--- src/verilog/tmfl_pkg.sv ---
// What this block does
// - never send more than max frame length bytes
// - pad every frame up to min frame length or max frame length, whichever is lower
// - record peak collisions of successful frames
// - peak record stays below retry ceiling
// - reading peak record returns it, then zeroes it
// - defer timer counts only while deferring; loadable
// - defer timer ticks every 256 byte periods
// - count every attempt that meets a collision
// - count frames collided once, then succeeded
// - count frames abandoned past retry ceiling
// - late collision abandons frame and is counted
// - attempts per frame limited by retry ceiling
package tmfl_pkg;

    // ----------------------------------------
    // register byte addresses
    // ----------------------------------------
    localparam int          ADDR_W           = 28;
    localparam logic [27:0] OFS_RETRY_CEIL   = 28'h8c06218;
    localparam logic [27:0] OFS_MAX_LEN      = 28'h8c06230;
    localparam logic [27:0] OFS_MIN_LEN      = 28'h8c06234;
    localparam logic [27:0] OFS_PEAK         = 28'h8c06238;
    localparam logic [27:0] OFS_DEFER        = 28'h8c0623c;
    localparam logic [27:0] OFS_NORM_COLL    = 28'h8c06240;
    localparam logic [27:0] OFS_SECOND_TRY   = 28'h8c06244;
    localparam logic [27:0] OFS_EXCESS_COLL  = 28'h8c06248;
    localparam logic [27:0] OFS_LATE_COLL    = 28'h8c0624c;

    // ----------------------------------------
    // field widths (all fields start at bit 0)
    // ----------------------------------------
    localparam int FLD_LSB = 0;
    localparam int W_BYTE  = 8;
    localparam int W_HALF  = 16;

    // ----------------------------------------
    // reset values
    // ----------------------------------------
    localparam logic [7:0]  RST_RETRY_CEIL = 8'h10;
    localparam logic [15:0] RST_MAX_LEN    = 16'h05ee;
    localparam logic [7:0]  RST_MIN_LEN    = 8'h40;
    localparam logic [7:0]  RST_PEAK       = 8'h00;
    localparam logic [15:0] RST_CNT        = 16'h0000;

    // ----------------------------------------
    // timing: defer prescaler spans 256 byte periods
    // ----------------------------------------
    localparam logic [7:0] DEFER_PRESC_LAST = 8'hff;

    // ----------------------------------------
    // register select positions
    // ----------------------------------------
    localparam int SEL_RETRY  = 0;
    localparam int SEL_MAX    = 1;
    localparam int SEL_MIN    = 2;
    localparam int SEL_PEAK   = 3;
    localparam int SEL_DEFER  = 4;
    localparam int SEL_NORM   = 5;
    localparam int SEL_SECOND = 6;
    localparam int SEL_EXCESS = 7;
    localparam int SEL_LATE   = 8;
    localparam int SEL_N      = 9;

    // transmit sequencer states
    typedef enum logic [2:0] {
        ST_IDLE  = 3'h1,
        ST_DEFER = 3'h2,
        ST_SEND  = 3'h4
    } tmfl_state_t;

endpackage

--- src/verilog/tmfl_cnt_if.sv ---
// loadable counter hookup: load, increment and current value
interface tmfl_cnt_if #(parameter int W = 16);
    logic         ld;
    logic [W-1:0] ld_val;
    logic         inc;
    logic [W-1:0] val;

    modport ctl (output ld, output ld_val, output inc, input val);
    modport cnt (input ld, input ld_val, input inc, output val);
endinterface

--- src/verilog/tmfl_stat_cnt.sv ---
module tmfl_stat_cnt #(
    parameter int W = 16
) (
    input wire logic   clk_sys,
    input wire logic   nrst,
    tmfl_cnt_if.cnt    port
);

    typedef struct packed {
        logic [W-1:0] val;
    } tmfl_cnt_st_t;

    tmfl_cnt_st_t q;
    tmfl_cnt_st_t d;

    // load and count in one cycle: the event is kept on top of the load
    // wraps past ones
    always_comb begin
        d = q;
        if (port.ld) begin
            d.val = port.ld_val;
        end
        if (port.inc) begin
            d.val = W'(d.val + W'(1));
        end
    end

    always_ff @(posedge clk_sys) begin
        if (!nrst) begin
            q.val <= tmfl_pkg::RST_CNT[W-1:0];
        end else begin
            q <= d;
        end
    end

    assign port.val = q.val;
endmodule

--- src/verilog/tmfl_top.sv ---
module tmfl_top (
    input  wire logic        clk_sys,
    input  wire logic        nrst,
    input  wire logic [27:0] reg_addr,
    input  wire logic        reg_wr,
    input  wire logic        reg_rd,
    input  wire logic [31:0] reg_wdata,
    output logic      [31:0] reg_rdata,
    output logic             reg_rvalid,
    input  wire logic        tx_req,
    input  wire logic        tx_data_valid,
    input  wire logic        tx_data_last,
    input  wire logic        byte_tick,
    input  wire logic        col_pin,
    input  wire logic        crs_pin,
    output logic             tx_en,
    output logic             tx_pad,
    output logic             tx_data_take,
    output logic             tx_done,
    output logic             tx_abort,
    output logic             tx_restart
);

    // ----------------------------------------
    // state
    // ----------------------------------------
    typedef struct packed {
        tmfl_pkg::tmfl_state_t st;
        logic        col_s1;
        logic        col_s2;
        logic        crs_s1;
        logic        crs_s2;
        logic [7:0]  retry_ceil;
        logic [15:0] max_len;
        logic [7:0]  min_len;
        logic [7:0]  peak;
        logic [15:0] byte_cnt;
        logic [7:0]  attempts;
        logic        data_done;
        logic [7:0]  presc;
        logic [31:0] rdata;
        logic        rvalid;
        logic        tx_en;
        logic        tx_pad;
        logic        data_take;
        logic        done;
        logic        abort;
        logic        restart;
    } tmfl_st_t;

    tmfl_st_t    q;
    tmfl_st_t    d;
    logic [8:0]  wr_sel;
    logic [8:0]  rd_sel;
    logic        ev_defer;
    logic        ev_norm;
    logic        ev_second;
    logic        ev_excess;
    logic        ev_late;
    logic        fin_ok;
    logic [7:0]  coll_n;
    logic [7:0]  coll_cap;
    logic [7:0]  peak_base;

    // ----------------------------------------
    // address decode
    // ----------------------------------------
    function automatic logic [8:0] tmfl_sel(input logic [27:0] a);
        logic [8:0] s;
        s = 9'h000;
        if (a == tmfl_pkg::OFS_RETRY_CEIL) begin
            s[tmfl_pkg::SEL_RETRY] = 1'b1;
        end else if (a == tmfl_pkg::OFS_MAX_LEN) begin
            s[tmfl_pkg::SEL_MAX] = 1'b1;
        end else if (a == tmfl_pkg::OFS_MIN_LEN) begin
            s[tmfl_pkg::SEL_MIN] = 1'b1;
        end else if (a == tmfl_pkg::OFS_PEAK) begin
            s[tmfl_pkg::SEL_PEAK] = 1'b1;
        end else if (a == tmfl_pkg::OFS_DEFER) begin
            s[tmfl_pkg::SEL_DEFER] = 1'b1;
        end else if (a == tmfl_pkg::OFS_NORM_COLL) begin
            s[tmfl_pkg::SEL_NORM] = 1'b1;
        end else if (a == tmfl_pkg::OFS_SECOND_TRY) begin
            s[tmfl_pkg::SEL_SECOND] = 1'b1;
        end else if (a == tmfl_pkg::OFS_EXCESS_COLL) begin
            s[tmfl_pkg::SEL_EXCESS] = 1'b1;
        end else if (a == tmfl_pkg::OFS_LATE_COLL) begin
            s[tmfl_pkg::SEL_LATE] = 1'b1;
        end
        return s;
    endfunction

    assign wr_sel = reg_wr ? tmfl_sel(reg_addr) : 9'h000;
    assign rd_sel = reg_rd ? tmfl_sel(reg_addr) : 9'h000;

    // ----------------------------------------
    // statistics counters
    // ----------------------------------------
    tmfl_cnt_if #(.W(16)) dtmr_if ();
    tmfl_cnt_if #(.W(16)) norm_if ();
    tmfl_cnt_if #(.W(16)) second_if ();
    tmfl_cnt_if #(.W(8))  excess_if ();
    tmfl_cnt_if #(.W(8))  late_if ();

    tmfl_stat_cnt #(.W(16)) u_defer  (.clk_sys(clk_sys), .nrst(nrst), .port(dtmr_if));
    tmfl_stat_cnt #(.W(16)) u_norm   (.clk_sys(clk_sys), .nrst(nrst), .port(norm_if));
    tmfl_stat_cnt #(.W(16)) u_second (.clk_sys(clk_sys), .nrst(nrst), .port(second_if));
    tmfl_stat_cnt #(.W(8))  u_excess (.clk_sys(clk_sys), .nrst(nrst), .port(excess_if));
    tmfl_stat_cnt #(.W(8))  u_late   (.clk_sys(clk_sys), .nrst(nrst), .port(late_if));

    // software loads and hardware events into the counters
    assign dtmr_if.ld     = wr_sel[tmfl_pkg::SEL_DEFER];
    assign dtmr_if.ld_val = reg_wdata[15:0];
    assign dtmr_if.inc    = ev_defer;
    assign norm_if.ld     = wr_sel[tmfl_pkg::SEL_NORM];
    assign norm_if.ld_val = reg_wdata[15:0];
    assign norm_if.inc    = ev_norm;
    assign second_if.ld     = wr_sel[tmfl_pkg::SEL_SECOND];
    assign second_if.ld_val = reg_wdata[15:0];
    assign second_if.inc    = ev_second;
    assign excess_if.ld     = wr_sel[tmfl_pkg::SEL_EXCESS];
    assign excess_if.ld_val = reg_wdata[7:0];
    assign excess_if.inc    = ev_excess;
    assign late_if.ld     = wr_sel[tmfl_pkg::SEL_LATE];
    assign late_if.ld_val = reg_wdata[7:0];
    assign late_if.inc    = ev_late;

    // ----------------------------------------
    // next state
    // ----------------------------------------
    always_comb begin
        d         = q;
        ev_defer  = 1'b0;
        ev_norm   = 1'b0;
        ev_second = 1'b0;
        ev_excess = 1'b0;
        ev_late   = 1'b0;
        fin_ok    = 1'b0;
        // pins cross in; only the second flop is looked at
        d.col_s1    = col_pin;
        d.col_s2    = q.col_s1;
        d.crs_s1    = crs_pin;
        d.crs_s2    = q.crs_s1;
        d.data_take = 1'b0;
        d.done      = 1'b0;
        d.abort     = 1'b0;
        d.restart   = 1'b0;
        if (byte_tick) begin
            d.presc = 8'(q.presc + 8'h01);
        end
        coll_n   = 8'(q.attempts - 8'h01);
        coll_cap = (q.retry_ceil == 8'h00) ? 8'h00 : 8'(q.retry_ceil - 8'h01);
        case (q.st)
            tmfl_pkg::ST_IDLE: begin
                d.tx_en    = 1'b0;
                d.tx_pad   = 1'b0;
                d.attempts = 8'h00;
                if (tx_req) begin
                    d.st = tmfl_pkg::ST_DEFER;
                end
            end
            tmfl_pkg::ST_DEFER: begin
                // timer runs only while held off by traffic
                if (q.crs_s2) begin
                    ev_defer = byte_tick && (q.presc == tmfl_pkg::DEFER_PRESC_LAST);
                end else if (byte_tick) begin
                    d.st        = tmfl_pkg::ST_SEND;
                    d.attempts  = 8'(q.attempts + 8'h01);
                    d.byte_cnt  = 16'h0000;
                    d.data_done = 1'b0;
                end
            end
            tmfl_pkg::ST_SEND: begin
                if (q.col_s2) begin
                    ev_norm  = 1'b1;
                    d.tx_en  = 1'b0;
                    d.tx_pad = 1'b0;
                    d.st     = tmfl_pkg::ST_IDLE;
                    if (q.byte_cnt >= {8'h00, q.min_len}) begin
                        // late collision gives the frame up
                        ev_late = 1'b1;
                        d.abort = 1'b1;
                    end else if (q.attempts >= q.retry_ceil) begin
                        ev_excess = 1'b1;
                        d.abort   = 1'b1;
                    end else begin
                        d.restart = 1'b1;
                        d.st      = tmfl_pkg::ST_DEFER;
                    end
                end else if (byte_tick) begin
                    d.tx_en  = 1'b0;
                    d.tx_pad = 1'b0;
                    if (q.byte_cnt >= q.max_len) begin
                        fin_ok = 1'b1;
                    end else if (!q.data_done && tx_data_valid) begin
                        d.tx_en     = 1'b1;
                        d.data_take = 1'b1;
                        d.data_done = tx_data_last;
                        d.byte_cnt  = 16'(q.byte_cnt + 16'h0001);
                    end else if (q.data_done && (q.byte_cnt < {8'h00, q.min_len})) begin
                        d.tx_en    = 1'b1;
                        d.tx_pad   = 1'b1;
                        d.byte_cnt = 16'(q.byte_cnt + 16'h0001);
                    end else if (q.data_done) begin
                        fin_ok = 1'b1;
                    end
                    if (fin_ok) begin
                        d.done = 1'b1;
                        d.st   = tmfl_pkg::ST_IDLE;
                        ev_second = (q.attempts == 8'h02);
                    end
                end
            end
            default: begin
                d.st = tmfl_pkg::ST_IDLE;
            end
        endcase
        // read clears, a same-cycle update still lands
        peak_base = rd_sel[tmfl_pkg::SEL_PEAK] ? tmfl_pkg::RST_PEAK : q.peak;
        d.peak    = peak_base;
        if (fin_ok) begin
            if (((coll_n < coll_cap) ? coll_n : coll_cap) > peak_base) begin
                d.peak = (coll_n < coll_cap) ? coll_n : coll_cap;
            end
        end
        // software writes to configuration
        if (wr_sel[tmfl_pkg::SEL_RETRY]) begin
            d.retry_ceil = reg_wdata[7:0];
        end
        if (wr_sel[tmfl_pkg::SEL_MAX]) begin
            d.max_len = reg_wdata[15:0];
        end
        if (wr_sel[tmfl_pkg::SEL_MIN]) begin
            d.min_len = reg_wdata[7:0];
        end
        // read data, zero for unmapped addresses
        d.rvalid = reg_rd;
        d.rdata  = 32'h0000_0000;
        if (rd_sel[tmfl_pkg::SEL_RETRY]) begin
            d.rdata = {24'h000000, q.retry_ceil};
        end else if (rd_sel[tmfl_pkg::SEL_MAX]) begin
            d.rdata = {16'h0000, q.max_len};
        end else if (rd_sel[tmfl_pkg::SEL_MIN]) begin
            d.rdata = {24'h000000, q.min_len};
        end else if (rd_sel[tmfl_pkg::SEL_PEAK]) begin
            d.rdata = {24'h000000, q.peak};
        end else if (rd_sel[tmfl_pkg::SEL_DEFER]) begin
            d.rdata = {16'h0000, dtmr_if.val};
        end else if (rd_sel[tmfl_pkg::SEL_NORM]) begin
            d.rdata = {16'h0000, norm_if.val};
        end else if (rd_sel[tmfl_pkg::SEL_SECOND]) begin
            d.rdata = {16'h0000, second_if.val};
        end else if (rd_sel[tmfl_pkg::SEL_EXCESS]) begin
            d.rdata = {24'h000000, excess_if.val};
        end else if (rd_sel[tmfl_pkg::SEL_LATE]) begin
            d.rdata = {24'h000000, late_if.val};
        end
    end

    // state register
    always_ff @(posedge clk_sys) begin
        if (!nrst) begin
            q            <= '0;
            q.st         <= tmfl_pkg::ST_IDLE;
            q.retry_ceil <= tmfl_pkg::RST_RETRY_CEIL;
            q.max_len    <= tmfl_pkg::RST_MAX_LEN;
            q.min_len    <= tmfl_pkg::RST_MIN_LEN;
            q.peak       <= tmfl_pkg::RST_PEAK;
        end else begin
            q <= d;
        end
    end

    // outputs straight from flops
    assign reg_rdata    = q.rdata;
    assign reg_rvalid   = q.rvalid;
    assign tx_en        = q.tx_en;
    assign tx_pad       = q.tx_pad;
    assign tx_data_take = q.data_take;
    assign tx_done      = q.done;
    assign tx_abort     = q.abort;
    assign tx_restart   = q.restart;
endmodule

--- config.mk ---
export PLATFORM = sky130hd
export DESIGN_NAME = tmfl_top
export DESIGN_NICKNAME = d
export VERILOG_FILES = /design/src/verilog/tmfl_pkg.sv /design/src/verilog/tmfl_cnt_if.sv /design/src/verilog/tmfl_stat_cnt.sv /design/src/verilog/tmfl_top.sv
export SDC_FILE = /design/constraint.sdc
export NUM_CORES = 1
export LEC_CHECK = 0
export ABC_AREA = 1
export ABC_CLOCK_PERIOD_IN_PS = 4400
export BUFFER_PORTS_ARGS = -buffer_cell sky130_fd_sc_hd__buf_2
export CAP_MARGIN = 0
export CORE_MARGIN = 5
export CORE_UTILIZATION = 59
export DETAILED_ROUTE_END_ITERATION = 8
export PLACE_DENSITY = 0.8
export SYNTH_ARGS = -nofsm -noshare
export SYNTH_HDL_FRONTEND = slang
export SYNTH_SLANG_ARGS = --single-unit
--- constraint.sdc ---
create_clock -name clk_sys -period 4.4 [get_ports clk_sys]
set_input_delay 0.88 -clock clk_sys [delete_from_list [all_inputs] [get_ports clk_sys]]
set_output_delay 0.88 -clock clk_sys [all_outputs]
set_load 0.02 [all_outputs]
==> flow_metrics.tcl, run 1 <==
set metrics [dict create \
    outcome "complete, no violations" \
    synth_area_per_cell_sq_um 6.59 \
    grt_pass1_wl_mm 49.5 \
    hpwl_mm 22.8 \
    min_period_ps 4160 \
    antennaDiodeCount 0 \
    sequentialPowerShare_pct 40.5 \
    clock-sinks 167 \
    core_area_sq_um 18800 \
    post-route-period-util_pct 94.5 \
    nNetsFinal 1882 \
    p_sw_uw 1190 \
    rows 50 \
    numPortBuffers 76 \
    grt_max_degree 66 \
    rsz0062_at_grt "no" \
    fin_setup_tns_ps 0 \
    areaGrowthSynthToFinish_pct 8.13 \
    detail-route-antenna-nets 0 \
    synth_flop_cell "dfxtp_1" \
    drt_first_pass_iters 5 \
    p_comb_share_pct 20.9 \
    clk_latency_ps 440 \
    vias 11200 \
    grt_antenna_before_repair 0 \
    drt_wl_total_mm 30.4 \
    cts-root-buf "clkbuf_16" \
    ctsHtreeMaxLevel 4 \
    fillerInstances 1707 \
    die_y_microns 148 \
    gr-total-overflow 0 \
    die-area_sq_um 22000 \
    yosysWarningCount 0 \
    crit_required_ps 4720 \
    cts.path.max_buffers 2 \
    pre_cts_slack_ps 212 \
    maxCapViolations 0 \
    critPathKind "flip-flop to flip-flop" \
    end_kind "flip-flop" \
    skew_ps 11.5 \
    clkTransAtPathRegs_ps 70 \
    hold_slack_ps 423 \
    drv_slew 0 \
    swShare_pct 30.9 \
    ys_ff_latch 167 \
    start_util_pct 60.1 \
    synth_cell_type_count 53 \
    yosysSeqAreaShare_pct 29.7 \
    cp_max_fo 8 \
    cts_buffers 17 \
    slew_headroom_pct 32.8 \
    p_int_uw 2670 \
    powerDensity_nw_per_um2 317 \
    place_congestion 0.938 \
    async_flop_share_pct 0 \
    arrival_ps 4470 \
    hold_viol_final 0 \
    p_clk_share_pct 38.6 \
    wl_per_cell_microns 15.2 \
    dr.first_iter.drc_count 928 \
    layout_setup_ws_ps 243 \
    ir_worst_vdd_mv 0.264 \
    cts_tree "built" \
    track_usage_pct 27.5 \
    finalSetupViolCount 0 \
    vias_per_cell 5.62 \
    syn_inst 1711 \
    drc 0 \
    fmax_mhz 241 \
    grt_pass1_vias 10300 \
    leakagePower_uw 0.00559 \
    synth_area_sq_um 11300 \
    drive_gt1_share_pct 11.9 \
    tightest_slew_ps 1010 \
    hp-class "flip-flop to flip-flop" \
    synth_edf_count 0 \
    startpoint_type "flip-flop" \
    die_w_microns 148 \
    ioPinCount 109 \
]
-- cell usage after synthesis (all sizes together) (8+ instances only) --
cell type  number  area share (%)
nand2         375              13
inv           261             8.7
nor2          171             6.9
dfxtp         167              30
o21ai         156             7.6
a21oi         148             6.7
nand3          81             3.9
ha             59             6.5
buf            54             3.6
nand4          54             3.1
nor3           47             2.3
clkbuf         29            0.98
o211ai         17             1.1
xor2           15             1.2
o21a           11            0.73
o21bai          8            0.53
-- worst paths after layout --
| kind | startpoint | to | slack (ps) | cells past startpoint |
|---|---|---|---|---|
| max | q[108]$_SDFFE_PN1P_ | q[74]$_SDFF_PN0_ | 240 | 24 |
| min reg2reg | d[114]$_SDFF_PN0_ | q[114]$_SDFF_PN0_ | 420 | 2 |
| min | d[114]$_SDFF_PN0_ | q[114]$_SDFF_PN0_ | 420 | 2 |
| max reg2reg | q[108]$_SDFFE_PN1P_ | q[74]$_SDFF_PN0_ | 240 | 24 |
-- state kept, by name, indices dropped and copies added (netlist names), 2 cells and up --
| name | cells |
|---|---|
| u_second.port.val | 16 |
| u_norm.port.val | 16 |
| q | 78 |
| u_excess.port.val | 8 |
| reg_rdata | 16 |
| d | 2 |
| u_defer.port.val | 16 |
| u_late.port.val | 8 |
-- worst max-delay path: stages, from the launching register on --
cell and delay [ps]:
dfxtp_1 340, inv_1 150, nand2_1 90, nor2_1 140
nand4_1 210, inv_2 130, a21oi_1 40, o21ai_0 130
ha_1 310, a21oi_1 130, nor2_1 50, a211oi_1 170
nand2_1 190, buf_4 210, o21ai_1 180, inv_1 60
ha_1 290, nand2_1 50, o21a_1 180, o221ai_1 130
o21ai_0 100, or2_2 390, clkinvlp_4 140, buf_4 140
a21oi_1 70
-- cell usage in the layout (no fill, tap or decap), types with 3 or more instances in the layout --
cell        instances
nand2_1           365
inv_1             255
dfxtp_1           167
nor2_1            145
a21oi_1           145
o21ai_0           107
nand3_1            76
buf_2              76
ha_1               59
nand4_1            52
nor3_1             41
o21ai_1            28
o21ai_2            21
o211ai_1           17
clkbuf_16          17
nor2_2             16
conb_1             16
xor2_1             15
buf_4              15
o21a_1             11
nand2_2             9
nor2_4              8
o21bai_1            8
nand3b_1            7
a211oi_1            7
inv_2               6
or2_2               6
o221ai_1            6
nor3_2              5
clkinvlp_4          5
a31oi_1             5
nor4_1              5
nor3b_1             5
nand3_2             4
clkinv_2            4
clkinv_1            3
o2111ai_1           3
-- stage by stage --
stage               total power, uW  cell area (sq um)  cells  util [%]
finish                         3860              12200   1999      65.0
global route                   4040              12200   1999      65.0
CTS                            3850              12200   1996      64.7
detailed placement             2380              11600   1965      61.7
global placement               2360              11600   1965      61.7
floorplan                      2180              11300   1726         -
-- logic make-up after synthesis --
kind of cell             count (synthesis)  share of synthesized area (%)
adder cells (fa/ha/maj)                 59                           6.55
other                                    1                         0.0333
multiplexers                             1                         0.0888
XOR/XNOR                                15                           1.17
buffers and inverters                  348                           13.4
flip-flops                             167                           29.7
AO/OA/AOI/OAI                          365                           18.5
AND/OR/NAND/NOR                        755                           30.6
-- power by group through the flow --
stage	Clock, uW	Combinational, uW	Sequential (uW)
detailed placement	0	783	1600
floorplan	0	585	1590
CTS	1490	795	1560
global route	1570	905	1570
global placement	0	763	1600
finish	1490	808	1560
-- timing repair --
item	CTS	global route
resized for setup	0	10
setup endpoints to repair	0	8
hold buffers	0	0
setup buffers	0	3
-- metal layers --
layer	global-route usage, %	routed length [microns]	vias to the layer above
met1	35.5	12800	5129
li1	-	-	5657
met3	5.27	2170	70
met5	0	0	-
met2	46.7	14500	369
met4	9.01	862	0
-- area by class of cell --
class / count / area [sq um] / area share (%)
Timing Repair Buffer: 91 / 493 / 4.04
Clock inverter: 12 / 128 / 1.05
Inverter: 265 / 998 / 8.19
Tap cell: 234 / 293 / 2.40
Clock buffer: 19 / 443 / 3.63
Sequential cell: 167 / 3340 / 27.4
Multi-Input combinational cell: 1211 / 6490 / 53.3
Power figures use the tool's default switching activity.
==> run 2: changes to the inputs <==
--- a/config.mk
+++ b/config.mk
@@ -8,11 +8,10 @@
 export ABC_AREA = 1
 export ABC_CLOCK_PERIOD_IN_PS = 4400
 export BUFFER_PORTS_ARGS = -buffer_cell sky130_fd_sc_hd__buf_2
-export CAP_MARGIN = 0
 export CORE_MARGIN = 5
 export CORE_UTILIZATION = 59
 export DETAILED_ROUTE_END_ITERATION = 8
-export PLACE_DENSITY = 0.8
+export PLACE_DENSITY = 0.83
 export SYNTH_ARGS = -nofsm -noshare
 export SYNTH_HDL_FRONTEND = slang
 export SYNTH_SLANG_ARGS = --single-unit
==> constraint.sdc (replaced) <==
create_clock -name clk_sys -period 4.4 [get_ports clk_sys]
set_input_delay 0.88 -clock clk_sys [delete_from_list [all_inputs] [get_ports clk_sys]]
set_output_delay 0.88 -clock clk_sys [all_outputs]
set_load 0.01 [all_outputs]
==> flow_metrics.tcl, run 2 (synthesis results as in run 1) <==
set metrics [dict create \
    outcome "complete, no violations" \
    rows 50 \
    cts-root-buf "clkbuf_16" \
    maxCapViolations 0 \
    numPortBuffers 76 \
    clkTransAtPathRegs_ps 70 \
    grt_pass1_vias 10300 \
    tightest_slew_ps 982 \
    nNetsFinal 1884 \
    crit_required_ps 4770 \
    fmax_mhz 244 \
    holdPathStages 2 \
    cts_tree "built" \
    detail-route-antenna-nets 0 \
    antennaDiodeCount 0 \
    vias 11300 \
    powerDensity_nw_per_um2 319 \
    clock-sinks 167 \
    die-area_sq_um 22000 \
    track_usage_pct 27.6 \
    areaGrowthSynthToFinish_pct 8.43 \
    cts.path.max_buffers 2 \
    min_from "d[114]$_SDFF_PN0_" \
    dr.first_iter.drc_count 1070 \
    startpoint "q[109]$_SDFFE_PN0P_" \
    place_inst 1964 \
    ir_worst_vdd_mv 0.258 \
    gr-total-overflow 0 \
    hp-class "flip-flop to flip-flop" \
    arrival_ps 4460 \
    start_util_pct 60.1 \
    end_kind "flip-flop" \
    cp_max_fo 8 \
    hold_viol_final 0 \
    grt_max_degree 61 \
    wl_per_cell_microns 15.4 \
    min_period_ps 4090 \
    startpoint_type "flip-flop" \
    vias_per_cell 5.66 \
    top_register "q" \
    place_congestion 0.968 \
    drv_slew 0 \
    drc 0 \
    cts_buffers 17 \
    final_common_cell "nand2_1" \
    utilization_pct 65.1 \
    critPathKind "flip-flop to flip-flop" \
    worst_r2r_path_depth 24 \
    slew_headroom_pct 34.3 \
    final_cells 2001 \
    skew_ps 8.79 \
    grt_pass1_wl_mm 49.6 \
    largest_reg_flops 78 \
    post-route-period-util_pct 93.0 \
    die_y_microns 148 \
    drt_wl_total_mm 30.8 \
    mostFrequentLayoutCells "nand2_1, inv_1, dfxtp_1, nor2_1, a21oi_1" \
    ioPinCount 109 \
    finalSetupViolCount 0 \
    ctsHtreeMaxLevel 4 \
    pre_cts_slack_ps -116 \
    layout_setup_ws_ps 306 \
    rsz0062_at_grt "no" \
    core_area_sq_um 18800 \
    drt_first_pass_iters 6 \
    drive_gt1_share_pct 12.0 \
    reg2reg_from "q[109]$_SDFFE_PN0P_" \
    hpwl_mm 23.1 \
    grt_antenna_before_repair 0 \
    clk_latency_ps 440 \
    die_w_microns 148 \
    leakagePower_uw 0.00561 \
]
[run 2: path summary, 6_finish.rpt]
path / end / slack, ps
max reg2reg: q[72]$_SDFF_PN0_ / 310
min: q[114]$_SDFF_PN0_ / 430
min reg2reg: q[114]$_SDFF_PN0_ / 430
max: q[72]$_SDFF_PN0_ / 310
[run 2: power by group]
| group | total (uW) | switching, uW | internal, uW | leakage, uW |
|---|---|---|---|---|
| Combinational | 808 | 524 | 284 | 0.00399 |
| Clock | 1520 | 636 | 888 | 0.000275 |
| Sequential | 1570 | 26.3 | 1540 | 0.00135 |
| Total | 3900 | 1190 | 2710 | 0.00561 |
[run 2: repair_timing]
action,in CTS,in global routing
endpoints found under the setup margin,0,8
hold endpoints to repair,0,0
hold buffers,0,0
gates resized for setup,0,10
setup buffers,0,6
[run 2: critical path: stages (launching register included)]
cell	delay, ps
dfxtp_1	340
inv_1	130
nand2_1	80
nor2_1	140
nand4_1	180
inv_1	160
a21oi_1	50
o21ai_0	130
ha_1	310
a21oi_1	140
nor2_1	60
a211oi_1	220
nand2_2	170
buf_4	190
o21ai_1	200
inv_1	70
ha_1	290
nand2_1	50
o21a_1	180
o221ai_1	130
o21ai_0	120
or2_4	310
clkinvlp_4	120
o21ai_0	100
a21oi_1	150
[run 2: metrics by stage]
step	TNS [ps]	hold WS [ps]	instance area [sq um]	power, uW
after global placement	-9.12	397	11600	2350
after CTS	0	428	12200	3880
after global routing	0	451	12200	4080
final	0	427	12200	3900
after detailed placement	-116	415	11600	2380
after floorplan	0	390	11300	2170
[run 2: final cells by class]
class                   instances  area, sq um
repair buffers                 93          508
well taps                     234          293
flip-flops and latches        167         3340
fillers                      1686         6540
clock buffers                  19          433
clock inverters                12          153
multi-input cells            1211         6500
inverters                     265          998
[run 2: per-layer routing]
layer,wire length [microns],vias to the layer above,global-route usage (%)
met5,0,-,0
met4,888,0,9.52
met3,2430,72,4.24
met2,14800,457,46.6
met1,12700,5137,36.0
li1,-,5666,-
